<file path="config.mk">
export PLATFORM = sky130hd
export DESIGN_NAME = mscr_top
export DESIGN_NICKNAME = d
export VERILOG_FILES = /design/src/rtl/mscr_pkg.sv /design/src/rtl/mscr_top.sv
export VERILOG_INCLUDE_DIRS = /design/src /design/src/rtl
export SDC_FILE = /design/constraint.sdc
export NUM_CORES = 1
export LEC_CHECK = 0
export BUFFER_PORTS_ARGS = -buffer_cell sky130_fd_sc_hd__buf_4
export CAP_MARGIN = 20
export CORE_UTILIZATION = 25
export DETAILED_ROUTE_END_ITERATION = 12
export PLACE_DENSITY = 0.5
export SLEW_MARGIN = 25
export SYNTH_ARGS = -nofsm -noshare
export SYNTH_HDL_FRONTEND = slang
export SYNTH_SLANG_ARGS = --single-unit
</file>
<file path="constraint.sdc">
create_clock -name i_clk -period 6.1 [get_ports i_clk]
set_input_delay 1.22 -clock i_clk [delete_from_list [all_inputs] [get_ports i_clk]]
set_output_delay 1.22 -clock i_clk [all_outputs]
set_load 0.005 [all_outputs]
</file>
<file path="src/rtl/mscr_regs.svh">
// Register offsets, field positions and reset values of the start-up config bank.
// Included by the package and the register bank; definitions only.
`ifndef MSCR_REGS_SVH
`define MSCR_REGS_SVH

// Printed register indices; byte address is four times the index
`define MSCR_IDX_CFG_A 12'h085
`define MSCR_IDX_CFG_B 12'h086
`define MSCR_IDX_STATUS 12'h087
`define MSCR_ADDR_CFG_A 12'h214
`define MSCR_ADDR_CFG_B 12'h218
`define MSCR_ADDR_STATUS 12'h21C
`define MSCR_ADDR_W 12

// Reset values
`define MSCR_RST_CFG_A 32'h00000000
`define MSCR_RST_CFG_B 32'h00000000
// Decoded outputs while the config registers hold zero
`define MSCR_RST_CAP 6'h01
`define MSCR_RST_LIN 20'h00001
`define MSCR_RST_THR 7'h02

// Writable bit masks
`define MSCR_WMASK_CFG_A 32'h00000003
`define MSCR_WMASK_CFG_B 32'h7FFFFFFF

// Config A fields
`define MSCR_A_SRC_SEL 0
`define MSCR_A_BRAKE_EN 1

// Config B fields
`define MSCR_B_CAP_HI 30
`define MSCR_B_CAP_LO 27
`define MSCR_B_LIN_HI 26
`define MSCR_B_LIN_LO 23
`define MSCR_B_QUAD_HI 22
`define MSCR_B_QUAD_LO 19
`define MSCR_B_AUTO 18
`define MSCR_B_THR_HI 17
`define MSCR_B_THR_LO 13
`define MSCR_B_LOW_HI 12
`define MSCR_B_LOW_LO 0

// Status fields
`define MSCR_S_CAP_RSVD 0
`define MSCR_S_AUTO 1
`define MSCR_S_REV_SRC 2
`define MSCR_S_BRAKE 3

// Current cap codes at and above this value are reserved
`define MSCR_CAP_RSVD_CODE 4'hE
// Threshold code where the step changes from 1 % to 2.5 %
`define MSCR_THR_KNEE 5'h14
`define MSCR_THR_KNEE_VAL 7'h2D
`define MSCR_THR_FINE_STEP 7'h02
`define MSCR_THR_COARSE_STEP 7'h05

`endif

</file>
<file path="src/rtl/mscr_pkg.sv">
// Types shared by the start-up config register bank.
// Assumes mscr_regs.svh on the include path.
`include "mscr_regs.svh"

package mscr_pkg;
  typedef logic [31:0] mscr_word_type;
  typedef logic [`MSCR_ADDR_W-1:0] mscr_addr_type;
  typedef enum logic [1:0] {
    MSCR_RESP_OKAY = 2'b00,
    MSCR_RESP_SLVERR = 2'b10
  } mscr_resp_type;
  typedef logic [5:0] mscr_cap_type;
  typedef logic [19:0] mscr_accel_type;
  typedef logic [6:0] mscr_thr_type;
endpackage

</file>
<file path="src/rtl/mscr_top.sv">
// Start-up configuration register bank with AXI4-Lite slave and decoded outputs.
// Assumes a single 50 MHz clock, synchronous inputs and a well-behaved AXI master.
//
// Notes on behaviour
// - Brake enable bit gates reverse-drive braking
// - Source bit picks forward or reverse settings
// - Config B at index 86h, resets zero
// - Current cap codes 0-Dh decode; Eh/Fh reserved
// - Linear acceleration sixteen codes decoded
// - Quadratic acceleration sixteen codes decoded
// - Bit 18 selects threshold or automatic handoff
// - Threshold code gives percent of max speed
//
// Chosen here: register access over AXI4-Lite.
`timescale 1ns/1ps
`default_nettype none
`include "mscr_regs.svh"

module mscr_top (
  // Clock, reset, enable
  input wire logic i_clk,
  input wire logic i_rst_n,
  input wire logic i_ce,
  // AXI4-Lite write address and data
  input wire logic i_awvalid,
  output logic o_awready,
  input wire mscr_pkg::mscr_addr_type i_awaddr,
  input wire logic [2:0] i_awprot,
  input wire logic i_wvalid,
  output logic o_wready,
  input wire mscr_pkg::mscr_word_type i_wdata,
  input wire logic [3:0] i_wstrb,
  // AXI4-Lite write response
  output logic o_bvalid,
  input wire logic i_bready,
  output logic [1:0] o_bresp,
  // AXI4-Lite read
  input wire logic i_arvalid,
  output logic o_arready,
  input wire mscr_pkg::mscr_addr_type i_araddr,
  input wire logic [2:0] i_arprot,
  output logic o_rvalid,
  input wire logic i_rready,
  output mscr_pkg::mscr_word_type o_rdata,
  output logic [1:0] o_rresp,
  // Decoded settings to the start-up engine
  output logic o_brake_enable,
  output logic o_reverse_drive_source_sel,
  output mscr_pkg::mscr_cap_type o_open_loop_current_cap,
  output logic o_current_cap_reserved,
  output mscr_pkg::mscr_accel_type o_open_loop_linear_accel,
  output mscr_pkg::mscr_accel_type o_open_loop_quadratic_accel,
  output logic o_auto_handoff,
  output mscr_pkg::mscr_thr_type o_loop_transfer_speed_level
);
  import mscr_pkg::*;

  // Byte-lane merge under write strobes and a writable mask
  function automatic mscr_word_type merge(input mscr_word_type old_v, input mscr_word_type new_v,
                                          input logic [3:0] strb, input mscr_word_type wmask);
    mscr_word_type r;
    r = old_v;
    for (int i = 0; i < 4; i++) begin
      if (strb[i]) begin
        r[8*i +: 8] = new_v[8*i +: 8];
      end
    end
    merge = r & wmask;
  endfunction
  // Current cap in steps of 0.078125 A; doubles up to code 2, then steps of four
  function automatic mscr_cap_type cap_decode(input logic [3:0] c);
    if (c >= `MSCR_CAP_RSVD_CODE) begin
      cap_decode = 6'h00;
    end else if (c < 4'h3) begin
      cap_decode = 6'h01 << c;
    end else begin
      cap_decode = {2'b00, c - 4'h1} << 2;
    end
  endfunction
  // Acceleration in steps of 0.01 Hz/s (or Hz/s2); code 0 differs per field
  function automatic mscr_accel_type accel_decode(input logic [3:0] c, input mscr_accel_type zero_val);
    case (c)
      4'h0: accel_decode = zero_val;
      4'h1: accel_decode = 20'h00005;
      4'h2: accel_decode = 20'h00064;
      4'h3: accel_decode = 20'h000FA;
      4'h4: accel_decode = 20'h001F4;
      4'h5: accel_decode = 20'h003E8;
      4'h6: accel_decode = 20'h009C4;
      4'h7: accel_decode = 20'h01388;
      4'h8: accel_decode = 20'h01D4C;
      4'h9: accel_decode = 20'h02710;
      4'hA: accel_decode = 20'h061A8;
      4'hB: accel_decode = 20'h0C350;
      4'hC: accel_decode = 20'h124F8;
      4'hD: accel_decode = 20'h186A0;
      4'hE: accel_decode = 20'h7A120;
      default: accel_decode = 20'hF4240;
    endcase
  endfunction

  // Threshold in steps of 0.5 % of max speed
  function automatic mscr_thr_type thr_decode(input logic [4:0] c);
    mscr_thr_type n;
    n = {2'b00, c};
    if (c < `MSCR_THR_KNEE) begin
      thr_decode = 7'((n + 7'h01) * `MSCR_THR_FINE_STEP);
    end else begin
      thr_decode = 7'(`MSCR_THR_KNEE_VAL + (n - {2'b00, `MSCR_THR_KNEE}) * `MSCR_THR_COARSE_STEP);
    end
  endfunction
  // Register group
  mscr_word_type cfg_a_reg, cfg_a_next;
  mscr_word_type cfg_b_reg, cfg_b_next;
  // Write channel group
  logic awready_reg, awready_next;
  logic wready_reg, wready_next;
  logic aw_held_reg, aw_held_next;
  logic w_held_reg, w_held_next;
  mscr_addr_type waddr_reg, waddr_next;
  mscr_word_type wdata_reg, wdata_next;
  logic [3:0] wstrb_reg, wstrb_next;
  logic bvalid_reg, bvalid_next;
  logic [1:0] bresp_reg, bresp_next;
  // Read channel group
  logic arready_reg, arready_next;
  logic rvalid_reg, rvalid_next;
  mscr_word_type rdata_reg, rdata_next;
  logic [1:0] rresp_reg, rresp_next;
  // Decoded output group
  logic brake_reg, brake_next;
  logic src_reg, src_next;
  mscr_cap_type cap_reg, cap_next;
  logic cap_rsvd_reg, cap_rsvd_next;
  mscr_accel_type lin_reg, lin_next;
  mscr_accel_type quad_reg, quad_next;
  logic auto_reg, auto_next;
  mscr_thr_type thr_reg, thr_next;
  logic commit;
  mscr_word_type status_word;
  always_comb begin
    status_word = 32'h00000000;
    status_word[`MSCR_S_CAP_RSVD] = cap_rsvd_reg;
    status_word[`MSCR_S_AUTO] = auto_reg;
    status_word[`MSCR_S_REV_SRC] = src_reg;
    status_word[`MSCR_S_BRAKE] = brake_reg;
  end
  // AXI write path: address and data taken in either order
  always_comb begin
    aw_held_next = aw_held_reg;
    w_held_next = w_held_reg;
    waddr_next = waddr_reg;
    wdata_next = wdata_reg;
    wstrb_next = wstrb_reg;
    bvalid_next = bvalid_reg;
    bresp_next = bresp_reg;
    cfg_a_next = cfg_a_reg;
    cfg_b_next = cfg_b_reg;
    commit = aw_held_reg && w_held_reg && !bvalid_reg;
    if (i_awvalid && awready_reg) begin
      aw_held_next = 1'b1;
      waddr_next = i_awaddr;
    end
    if (i_wvalid && wready_reg) begin
      w_held_next = 1'b1;
      wdata_next = i_wdata;
      wstrb_next = i_wstrb;
    end
    if (bvalid_reg && i_bready) begin
      bvalid_next = 1'b0;
    end
    if (commit) begin
      aw_held_next = 1'b0;
      w_held_next = 1'b0;
      bvalid_next = 1'b1;
      bresp_next = MSCR_RESP_OKAY;
      case (waddr_reg)
        `MSCR_ADDR_CFG_A: cfg_a_next = merge(cfg_a_reg, wdata_reg, wstrb_reg, `MSCR_WMASK_CFG_A);
        `MSCR_ADDR_CFG_B: cfg_b_next = merge(cfg_b_reg, wdata_reg, wstrb_reg, `MSCR_WMASK_CFG_B);
        `MSCR_ADDR_STATUS: bresp_next = MSCR_RESP_OKAY;
        default: bresp_next = MSCR_RESP_SLVERR;
      endcase
    end
    awready_next = !aw_held_next && !bvalid_next;
    wready_next = !w_held_next && !bvalid_next;
  end
  // AXI read path
  always_comb begin
    rvalid_next = rvalid_reg;
    rdata_next = rdata_reg;
    rresp_next = rresp_reg;
    if (rvalid_reg && i_rready) begin
      rvalid_next = 1'b0;
    end
    if (i_arvalid && arready_reg) begin
      rvalid_next = 1'b1;
      rresp_next = MSCR_RESP_OKAY;
      case (i_araddr)
        `MSCR_ADDR_CFG_A: rdata_next = cfg_a_reg;
        `MSCR_ADDR_CFG_B: rdata_next = cfg_b_reg & `MSCR_WMASK_CFG_B;
        `MSCR_ADDR_STATUS: rdata_next = status_word;
        default: begin
          rdata_next = 32'h00000000;
          rresp_next = MSCR_RESP_SLVERR;
        end
      endcase
    end
    arready_next = !rvalid_next;
  end
  // Decode settings for the start-up engine
  always_comb begin
    brake_next = cfg_a_reg[`MSCR_A_BRAKE_EN];
    src_next = cfg_a_reg[`MSCR_A_SRC_SEL];
    cap_next = cap_decode(cfg_b_reg[`MSCR_B_CAP_HI:`MSCR_B_CAP_LO]);
    cap_rsvd_next = cfg_b_reg[`MSCR_B_CAP_HI:`MSCR_B_CAP_LO] >= `MSCR_CAP_RSVD_CODE;
    lin_next = accel_decode(cfg_b_reg[`MSCR_B_LIN_HI:`MSCR_B_LIN_LO], 20'h00001);
    quad_next = accel_decode(cfg_b_reg[`MSCR_B_QUAD_HI:`MSCR_B_QUAD_LO], 20'h00000);
    auto_next = cfg_b_reg[`MSCR_B_AUTO];
    thr_next = thr_decode(cfg_b_reg[`MSCR_B_THR_HI:`MSCR_B_THR_LO]);
  end
  always_ff @(posedge i_clk or negedge i_rst_n) begin
    if (!i_rst_n) begin
      cfg_a_reg <= `MSCR_RST_CFG_A;
      cfg_b_reg <= `MSCR_RST_CFG_B;
      awready_reg <= 1'b0;
      wready_reg <= 1'b0;
      aw_held_reg <= 1'b0;
      w_held_reg <= 1'b0;
      waddr_reg <= 12'h000;
      wdata_reg <= 32'h00000000;
      wstrb_reg <= 4'h0;
      bvalid_reg <= 1'b0;
      bresp_reg <= 2'h0;
      arready_reg <= 1'b0;
      rvalid_reg <= 1'b0;
      rdata_reg <= 32'h00000000;
      rresp_reg <= 2'h0;
      brake_reg <= 1'b0;
      src_reg <= 1'b0;
      cap_reg <= `MSCR_RST_CAP;
      cap_rsvd_reg <= 1'b0;
      lin_reg <= `MSCR_RST_LIN;
      quad_reg <= 20'h00000;
      auto_reg <= 1'b0;
      thr_reg <= `MSCR_RST_THR;
    end else if (i_ce) begin
      cfg_a_reg <= cfg_a_next;
      cfg_b_reg <= cfg_b_next;
      awready_reg <= awready_next;
      wready_reg <= wready_next;
      aw_held_reg <= aw_held_next;
      w_held_reg <= w_held_next;
      waddr_reg <= waddr_next;
      wdata_reg <= wdata_next;
      wstrb_reg <= wstrb_next;
      bvalid_reg <= bvalid_next;
      bresp_reg <= bresp_next;
      arready_reg <= arready_next;
      rvalid_reg <= rvalid_next;
      rdata_reg <= rdata_next;
      rresp_reg <= rresp_next;
      brake_reg <= brake_next;
      src_reg <= src_next;
      cap_reg <= cap_next;
      cap_rsvd_reg <= cap_rsvd_next;
      lin_reg <= lin_next;
      quad_reg <= quad_next;
      auto_reg <= auto_next;
      thr_reg <= thr_next;
    end
  end

  assign o_awready = awready_reg;
  assign o_wready = wready_reg;
  assign o_bvalid = bvalid_reg;
  assign o_bresp = bresp_reg;
  assign o_arready = arready_reg;
  assign o_rvalid = rvalid_reg;
  assign o_rdata = rdata_reg;
  assign o_rresp = rresp_reg;
  assign o_brake_enable = brake_reg;
  assign o_reverse_drive_source_sel = src_reg;
  assign o_open_loop_current_cap = cap_reg;
  assign o_current_cap_reserved = cap_rsvd_reg;
  assign o_open_loop_linear_accel = lin_reg;
  assign o_open_loop_quadratic_accel = quad_reg;
  assign o_auto_handoff = auto_reg;
  assign o_loop_transfer_speed_level = thr_reg;
  // Protection bits are accepted but carry no meaning here
  logic unused_prot;
  assign unused_prot = ^{i_awprot, i_arprot};
endmodule

`default_nettype wire

</file>
==> flow_summary.toml, run 1 <==
[worst_setup_path]
path_max_fanout = 11
critPathRequiredTime_ps = 6410
cp_data_arrival_time_ps = 3160
cp-end-kind = "flop"
path_class = "flop to flop"
critPathLaunchType = "flop"

[floorplan]
io_pins = 172
dieWidth_um = 180
start_util_pct = 25.6
die_y_um = 180
num_rows = 64
dieArea_um2 = 32300
core_region_area_um2 = 30800

[cts]
root_buffer = "clkbuf_16"
ctsResizeCount = 0
hold_buffers = 0
cts_tree = "yes"
htreeDepth = 4
cts_inserted_buffers = 17
post_cts_buffers = 0
clock_latency_ps = 440
cts.sinks = 175
clock_path_buffers = 2
clkSlewWorstSetupHoldPaths_ps = 80

[timing]
slew_headroom_pct = 35.8
tns_ps = 0
fin_crit_ps = 2860
finalCritPeriodShare_pct = 46.8
hold_viol_final = 0
grt_setup_unrepaired = "no"
hold_slack_ps = 470
layout_setup_ws_ps = 3240
skew_ps = 7.90
finalSetupViolCount = 0
drv_slew = 0
fmax_ghz = 0.350
max_slew.worst_pin.slew_ps = 962

[route]
avgRoutedWirePerCell_um = 16.0
route.detailed.drc = 11
via_count = 5316
vias_per_cell = 4.40
drt_iter0_markers = 212
first_pass_iters = 8
routed_wl_um = 19300
antenna_left = 0

[logic_synthesis]
synth.area.top_cells = "dfrtp_1, mux2_2, ha_1"
ys_seq_area_share_pct = 55.5
synth_most_common_cell = "dfrtp_1"
synth_top_area_cell = "dfrtp_1"
synthCells = 653
ys.flop_type = "dfrtp_1"
synth_edf_count = 0
ys_warn_count = 0
ys_top_cells_by_count = "dfrtp_1, mux2_2, inv_1"
ys_seq_elements = 175
yosysTopAreaCellShare_pct = 54.5
syn_area_um2 = 7900
async_reset_ff_share_pct = 100
synth_area_per_cell_um2 = 12.1
synthDistinctLibCells = 53

[placement]
place_inst = 1176
gp_congestion = 0.723
pre_cts_slack_ps = 2900
dpl-instance-area_um2 = 9490
hpwlAfterDp_um = 13200
io_buffers = 161

[final_layout]
drive_gt1_share_pct = 37.3
regArea_um2 = 4380
num_antenna_cells = 0
stdcell_count = 1208
nNetsFinal = 904
fin_area_um2 = 10100
area_growth_pct = 27.7
multi_input_area_um2 = 3160
fill_cells = 3140

[power]
power.density_nw_per_um2 = 294
irDropWorstVdd_v = 0.000167
p_leak_nw = 4.77

[run_status]
status = "finished, violations left"
violations = "DRC"

[global_routing]
grt_pass1_vias = 5493
grt_overflow = 0
grt_use_total_pct = 12.7
grt_first_pass_wirelength_um = 31900
antenna_found_initial = 0
grt_max_degree = 93

[job]
timing.max_cap.violations = 0

[min_path]
hp-class = "flop to flop"
cell type report:
type	instances	share of cell area, %
sequential	175	43.5
multi-input combinational	383	31.3
timing repair buffer	164	12.3
tap	396	4.91
clock buffer	18	4.36
inverter	58	2.16
clock inverter	14	1.50
worst paths after layout:
| check | startpoint | endpoint | slack [ps] | cells after the start |
|---|---|---|---|---|
| setup / recovery | cfg_b_reg[15]$_DFFE_PN0P_ | o_loop_transfer_speed_level[5]$_DFFE_PN0P_ | 3240 | 9 |
| hold / removal | o_open_loop_current_cap[0]$_DFFE_PN1P_ | o_open_loop_current_cap[0]$_DFFE_PN1P_ | 470 | 2 |
| setup reg to reg | cfg_b_reg[15]$_DFFE_PN0P_ | o_loop_transfer_speed_level[5]$_DFFE_PN0P_ | 3240 | 9 |
| hold reg to reg | o_open_loop_current_cap[0]$_DFFE_PN1P_ | o_open_loop_current_cap[0]$_DFFE_PN1P_ | 470 | 2 |
| max in group asynchronous | i_rst_n | cfg_b_reg[29]$_DFFE_PN0P_ | 4030 | 2 |
| min in group asynchronous | i_rst_n | waddr_reg[9]$_DFFE_PN0P_ | 800 | 1 |
routing by layer:
layer / track usage [%] / vias to the layer above / share of wire (%)
met1: 16.8 / 2609 / 47
met4: 3.93 / 0 / 1.2
met2: 19.3 / 127 / 44
met3: 4.66 / 18 / 7.0
li1: - / 2562 / -
met5: 0 / - / 0
cell families (layout without fill, tap and decap cells):
logic type	count (synthesis)	count (layout)	synth area share (%)
AO/OA/AOI/OAI	122	122	10.4
XOR/XNOR	9	9	0.998
adder cells (fa/ha/maj)	31	31	5.01
buffers and inverters	97	254	4.93
flip-flops	175	175	55.5
multiplexers	107	107	15.3
other	1	3	0.0475
AND/OR/NAND/NOR	111	111	7.81
power breakdown:
part           switching (mW)  internal [mW]  total (mW)
sequential              0.109           1.35        1.46
combinational           0.166          0.226       0.392
clock                   0.524          0.591        1.11
critical path, cell delays in order, from the launching register on:
cell and delay (ps):
dfrtp_1 590, inv_1 120, ha_1 320, fa_1 480
inv_1 40, ha_1 310, a21o_1 150, a211oi_1 80
and3_1 180, or3b_2 460
layout by cell type, fill, tap and decap left out, drive strengths merged, types with 19 or more instances in the layout:
master | Yosys | final
nor2 | 23 | 23
nand3 | 20 | 20
inv | 57 | 64
dfrtp | 172 | 172
buf | 11 | 163
ha | 30 | 30
mux2 | 92 | 92
clkbuf | 27 | 19
nand2 | 34 | 34
o21ai | 27 | 27
a22o | 27 | 27
per-stage QoR:
step / total power, mW / util, %
2_1_floorplan: 1.71 / -
3_3_place_gp: 1.87 / 30.8
3_5_place_dp: 1.89 / 30.8
4_1_cts: 3.03 / 32.7
5_1_grt: 3.13 / 32.7
6_report: 2.96 / 32.7
(Power assumes the default switching activity.)
==> run 2, diff against run 1 <==
ABC_AREA = 1   (was default)
PLACE_DENSITY = 0.51   (was 0.5)
clock period = 2.37 ns   (was 6.1 ns; I/O delays follow)
==> flow_summary.toml, run 2 <==
[timing]
max_slew.worst_pin.slew_ps = 540
drv_slew = 0
finalCritPeriodShare_pct = 92.9
hold_viol_final = 0
hold_slack_ps = 236
skew_ps = 12.5
fin_crit_ps = 2200
fmax_ghz = 0.454
slew_headroom_pct = 63.9
tns_ps = 0
finalSetupViolCount = 0

[logic_synthesis]
synth.area.top_cells = "dfrtp_1, nand2_1, o21ai_1"
synthCells = 873
synth_most_common_cell = "nand2_1"
syn_area_um2 = 7770
ys_top_cells_by_count = "nand2_1, dfrtp_1, o21ai_1"
ys.flop_type = "dfrtp_1"
synth_area_per_cell_um2 = 8.91
synth_top_area_cell = "dfrtp_1"
yosysTopAreaCellShare_pct = 55.4
synth_edf_count = 0
ys_warn_count = 0
ys_seq_elements = 175
ys_seq_area_share_pct = 56.4
async_reset_ff_share_pct = 100
synthDistinctLibCells = 38

[worst_setup_path]
cp-end-kind = "flop"
crit_path_frequent_cell = "ha_4"
cp_top_family = "adder cells"
critPathLaunchType = "flop"
cpPeakStageDelay_ps = 400
cp.buffers_inverters = 3
critPathSlowestCell = "dfrtp_1"
cp_data_arrival_time_ps = 2560
worstPathCellList = "inv_2 > ha_4 > inv_2 > ha_4 > xnor2_1 > ha_1 > ha_4 > nand2_2 > nor2_2 > nor2_2 > inv_1 > nand2_1 > nand3_2 > a21oi_2"
path_max_fanout = 4
path_class = "flop to flop"
critPathRequiredTime_ps = 2720

[route]
via_count = 6252
avgRoutedWirePerCell_um = 14.4
routed-wl-met2_um = 9840
wl_met1_um = 9970
drt_iter0_markers = 319
met3_length_um = 983
topRoutingLayerUsed = "met4"
routed_wl_um = 20900
first_pass_iters = 6
antenna_left = 0
vias_per_cell = 4.32
route.detailed.drc = 0

[final_layout]
final_common_cell = "nand2_1"
fin_area_um2 = 10200
num_antenna_cells = 0
nNetsFinal = 1144
layout_common_cells = "nand2_1, buf_4, dfrtp_1"
area_growth_pct = 31.1
drive_gt1_share_pct = 24.3

[floorplan]
core_region_area_um2 = 30600
dieArea_um2 = 31800
dieWidth_um = 178
start_util_pct = 25.4
die_y_um = 178
num_rows = 64
io_pins = 172

[power]
p_sw_mw = 2.18
pwr-share-comb_pct = 14.1
clkPwrFrac_pct = 38.4
power.density_nw_per_um2 = 757
cellInternalPower_mw = 5.53
irDropWorstVdd_v = 0.000471
p_leak_nw = 5.03
total_power_mw = 7.71
pwr-share-seq_pct = 47.4
swShare_pct = 28.3

[cts]
cts.sinks = 175
clock_latency_ps = 430
cts_inserted_buffers = 17
htreeDepth = 4
clkSlewWorstSetupHoldPaths_ps = 70
clock_path_buffers = 2
root_buffer = "clkbuf_16"
cts_tree = "yes"

[job]
timing.max_cap.violations = 0

[global_routing]
grt_max_degree = 64
grt_first_pass_wirelength_um = 33000
grt_pass1_vias = 6108
grt_overflow = 0
antenna_found_initial = 0
grt_use_total_pct = 13.6

[placement]
gp_congestion = 0.795
io_buffers = 161
hpwlAfterDp_um = 14800
dpl-instance-area_um2 = 9500

[min_path]
hp-class = "input pin to flop"

[run_status]
status = "complete, no violations"
-- run 2: power groups by stage --
| stage | logic (mW) | clock network, mW | registers (mW) |
|---|---|---|---|
| finish | 1.09 | 2.96 | 3.66 |
| global route | 1.27 | 3.17 | 3.71 |
| CTS | 1.12 | 3.06 | 3.66 |
| detailed placement | 1.12 | 0 | 3.72 |
| global placement | 1.09 | 0 | 3.70 |
| floorplan | 0.685 | 0 | 3.66 |
-- run 2: metal layers --
layer  vias up  global-route usage [%]
met5         -                       0
met3        10                    3.09
li1       3149                       -
met1      2948                    18.2
met2       145                    22.0
met4         0                    3.50
-- run 2: repair_timing --
action | in CTS | in global routing
gates resized for setup | 0 | 15
setup endpoints to repair | 0 | 1
hold buffers | 1 | 0
buffers inserted | 0 | 2
hold endpoints to repair | 38 | 0
-- run 2: kinds of logic (layout without fill, tap and decap cells) --
family | after synthesis | after routing | synth area share [%]
fa+ha+maj | 31 | 31 | 5.09
simple gates | 364 | 364 | 19.1
compound gates | 177 | 177 | 12.6
other cells | 1 | 3 | 0.0482
buf+inv | 121 | 298 | 6.34
flops | 175 | 175 | 56.4
xor+xnor | 4 | 4 | 0.451
-- run 2: metrics by stage --
| step | setup WS, ps | util, % | instances |
|---|---|---|---|
| final | 169 | 33.3 | 1448 |
| after global routing | -0.163 | 33.3 | 1448 |
| after CTS | 53.9 | 33.1 | 1446 |
| after detailed placement | 96.7 | 31.1 | 1413 |
| after global placement | 112 | 31.1 | 1413 |
| after floorplan | 28.1 | - | 875 |
-- run 2: cell type report --
| type | instances | area (um^2) |
|---|---|---|
| Sequential cell | 175 | 4380 |
| Multi-Input combinational cell | 579 | 2980 |
| Tap cell | 396 | 495 |
| Fill cell | 3256 | 20400 |
| Timing Repair Buffer | 181 | 1420 |
| Clock buffer | 20 | 457 |
| Clock inverter | 12 | 148 |
| Inverter | 85 | 319 |
-- run 2: worst register-to-register path, cell delays in order, from the launching register on --
cell and delay, ps:
dfrtp_1 400, inv_2 80, ha_4 130, inv_2 40
ha_4 220, xnor2_1 120, ha_1 330, ha_4 250
nand2_2 70, nor2_2 40, nor2_2 130, inv_1 60
nand2_1 70, nand3_2 70, a21oi_2 120
-- run 2: final timing paths --
path                                      startpoint                                          to  slack, ps  cells past startpoint
min in group asynchronous                    i_rst_n    o_open_loop_linear_accel[18]$_DFFE_PN0P_        540                      2
max reg2reg                cfg_b_reg[16]$_DFFE_PN0P_  o_loop_transfer_speed_level[5]$_DFFE_PN0P_        170                     14
min reg2reg                 waddr_reg[0]$_DFFE_PN0P_                    waddr_reg[0]$_DFFE_PN0P_        470                      2
max in group asynchronous                    i_rst_n      o_open_loop_current_cap[0]$_DFFE_PN1P_       1150                      3
min                                      i_awaddr[0]                    waddr_reg[0]$_DFFE_PN0P_        240                      3
max                        cfg_b_reg[16]$_DFFE_PN0P_  o_loop_transfer_speed_level[5]$_DFFE_PN0P_        170                     14
==> run 3, diff against run 2 <==
clock period = 1.8 ns   (was 2.37 ns; I/O delays follow)
==> flow_summary.toml, run 3 (synthesis results as in run 2) <==
[final_layout]
final_common_cell = "nand2_1"
regArea_um2 = 4380
multi_input_area_um2 = 2980
final_core_util_pct = 34.1
layout_common_cells = "nand2_1, buf_4, dfrtp_1"
fill_cells = 3225
drive_gt1_share_pct = 25.9
area_growth_pct = 34.3
num_antenna_cells = 0
nNetsFinal = 1166

[cts]
cts_inserted_buffers = 17
htreeDepth = 4
clock_latency_ps = 420
root_buffer = "clkbuf_16"
cts_tree = "yes"
post_cts_buffers = 0
cts.sinks = 175
clkSlewWorstSetupHoldPaths_ps = 80
clock_path_buffers = 2

[floorplan]
dieWidth_um = 178
die_y_um = 178
dieArea_um2 = 31800
core_region_area_um2 = 30600
start_util_pct = 25.4
num_rows = 64
io_pins = 172

[route]
avgRoutedWirePerCell_um = 14.1
first_pass_iters = 5
route.detailed.drc = 0
via_count = 6297
drt_iter0_markers = 362
routed_wl_um = 20700
vias_per_cell = 4.28
antenna_left = 0

[timing]
finalCritPeriodShare_pct = 116
slew_headroom_pct = 66.0
skew_ps = 10.0
finalSetupViolCount = 3
hold_viol_final = 0
grt_setup_unrepaired = "yes"
drv_slew = 0
fmax_ghz = 0.479
fin_crit_ps = 2090
hold_slack_ps = 133
layout_setup_ws_ps = -289
max_slew.worst_pin.slew_ps = 510

[placement]
gp_congestion = 0.805
io_buffers = 161
hpwlAfterDp_um = 15300
pre_cts_slack_ps = -370

[run_status]
violations = "setup timing"
status = "finished, violations left"

[global_routing]
grt_first_pass_wirelength_um = 32900
grt_max_degree = 47
grt_use_total_pct = 13.5
antenna_found_initial = 0
grt_pass1_vias = 6126
grt_overflow = 0

[power]
p_leak_nw = 5.18
power.density_nw_per_um2 = 990
irDropWorstVdd_v = 0.000594

[worst_setup_path]
cpPeakStageDelay_ps = 380
path_class = "flop to flop"
critPathRequiredTime_ps = 2150
worstPathCellList = "inv_2 > ha_4 > inv_2 > ha_4 > xnor2_2 > ha_1 > ha_4 > nand2_1 > nand2_1 > nor2_2 > inv_1 > nand2_1 > nand3_1 > a21oi_1"
r2r_cells = 14
critPathLaunchType = "flop"
path_max_fanout = 3
cp-startpoint = "cfg_b_reg[16]$_DFFE_PN0P_"
cp-end-kind = "flop"
cp_data_arrival_time_ps = 2430
worstSetupEndpoint = "o_loop_transfer_speed_level[5]$_DFFE_PN0P_"
r2r-start = "cfg_b_reg[16]$_DFFE_PN0P_"
critPathSlowestCell = "dfrtp_1"
r2r-end = "o_loop_transfer_speed_level[5]$_DFFE_PN0P_"
rrSetupSlack_ps = -290

[job]
timing.max_cap.violations = 0

[min_path]
hp-class = "input pin to flop"
run 3: cell count changes in the layout (fill, tap and decap cells not counted), sizes merged:
cell and change:
buf +22, bufinv +1, clkbuf -2, clkinv +1, clkinvlp -2, inv +2
run 3: worst max-delay path: cells and delay by family (launching register included):
kind / cells / cell delay, ps
xor gates and xnor gates: 1 / 130
DFF: 1 / 380
buffers and inverters: 3 / 170
adders and majority gates: 4 / 900
and+or+nand+nor: 5 / 320
AOI/OAI and AO/OA: 1 / 120
run 3: metal layers:
layer,share of wire [%],vias up,track usage (%)
met5,0,-,0
met4,0.97,0,3.21
met3,4.8,13,3.15
met2,46,137,21.4
met1,48,2950,18.4
li1,-,3197,-
run 3: area by class of cell:
cell class	instances	area share [%]
clock buffers	18	4.21
clock inverters	14	1.89
inverters	85	3.08
multi-input cells	579	28.6
flip-flops and latches	175	42.0
well taps	396	4.75
repair buffers	203	15.5
run 3: repair_timing:
action | CTS | global route
hold endpoints to repair | 34 | 0
pin swaps | 7 | 4
gates resized for setup | 4 | 2
hold buffers | 1 | 0
endpoints found under the setup margin | 3 | 3
run 3: power breakdown:
part / internal (mW) / switching, mW
registers: 4.54 / 0.269
logic: 0.612 / 0.879
clock network: 2.29 / 1.74
total: 7.44 / 2.89
run 3: worst min path at each step:
stage                 start                                  endpoint  slack [ps]  cells past startpoint
2_1_floorplan       i_rst_n                   aw_held_reg$_DFFE_PN0P_          60                      0
3_3_place_gp        i_rst_n  o_open_loop_linear_accel[12]$_DFFE_PN0P_         350                      1
3_5_place_dp        i_rst_n  o_open_loop_linear_accel[13]$_DFFE_PN0P_         350                      1
4_1_cts        i_awaddr[10]                 waddr_reg[10]$_DFFE_PN0P_         110                      3
5_1_grt          i_wdata[6]                  wdata_reg[6]$_DFFE_PN0P_         120                      3
6_report       i_awaddr[10]                 waddr_reg[10]$_DFFE_PN0P_         130                      3
run 3: metrics by stage:
step	power [mW]	area, um^2	TNS (ps)	cells
3_3_place_gp	6.36	9780	-849	1437
6_report	10.3	10400	-704	1470
4_1_cts	10.5	10400	-746	1470
2_1_floorplan	5.73	7850	-793	875
3_5_place_dp	6.41	9780	-926	1437
5_1_grt	10.9	10400	-1070	1470
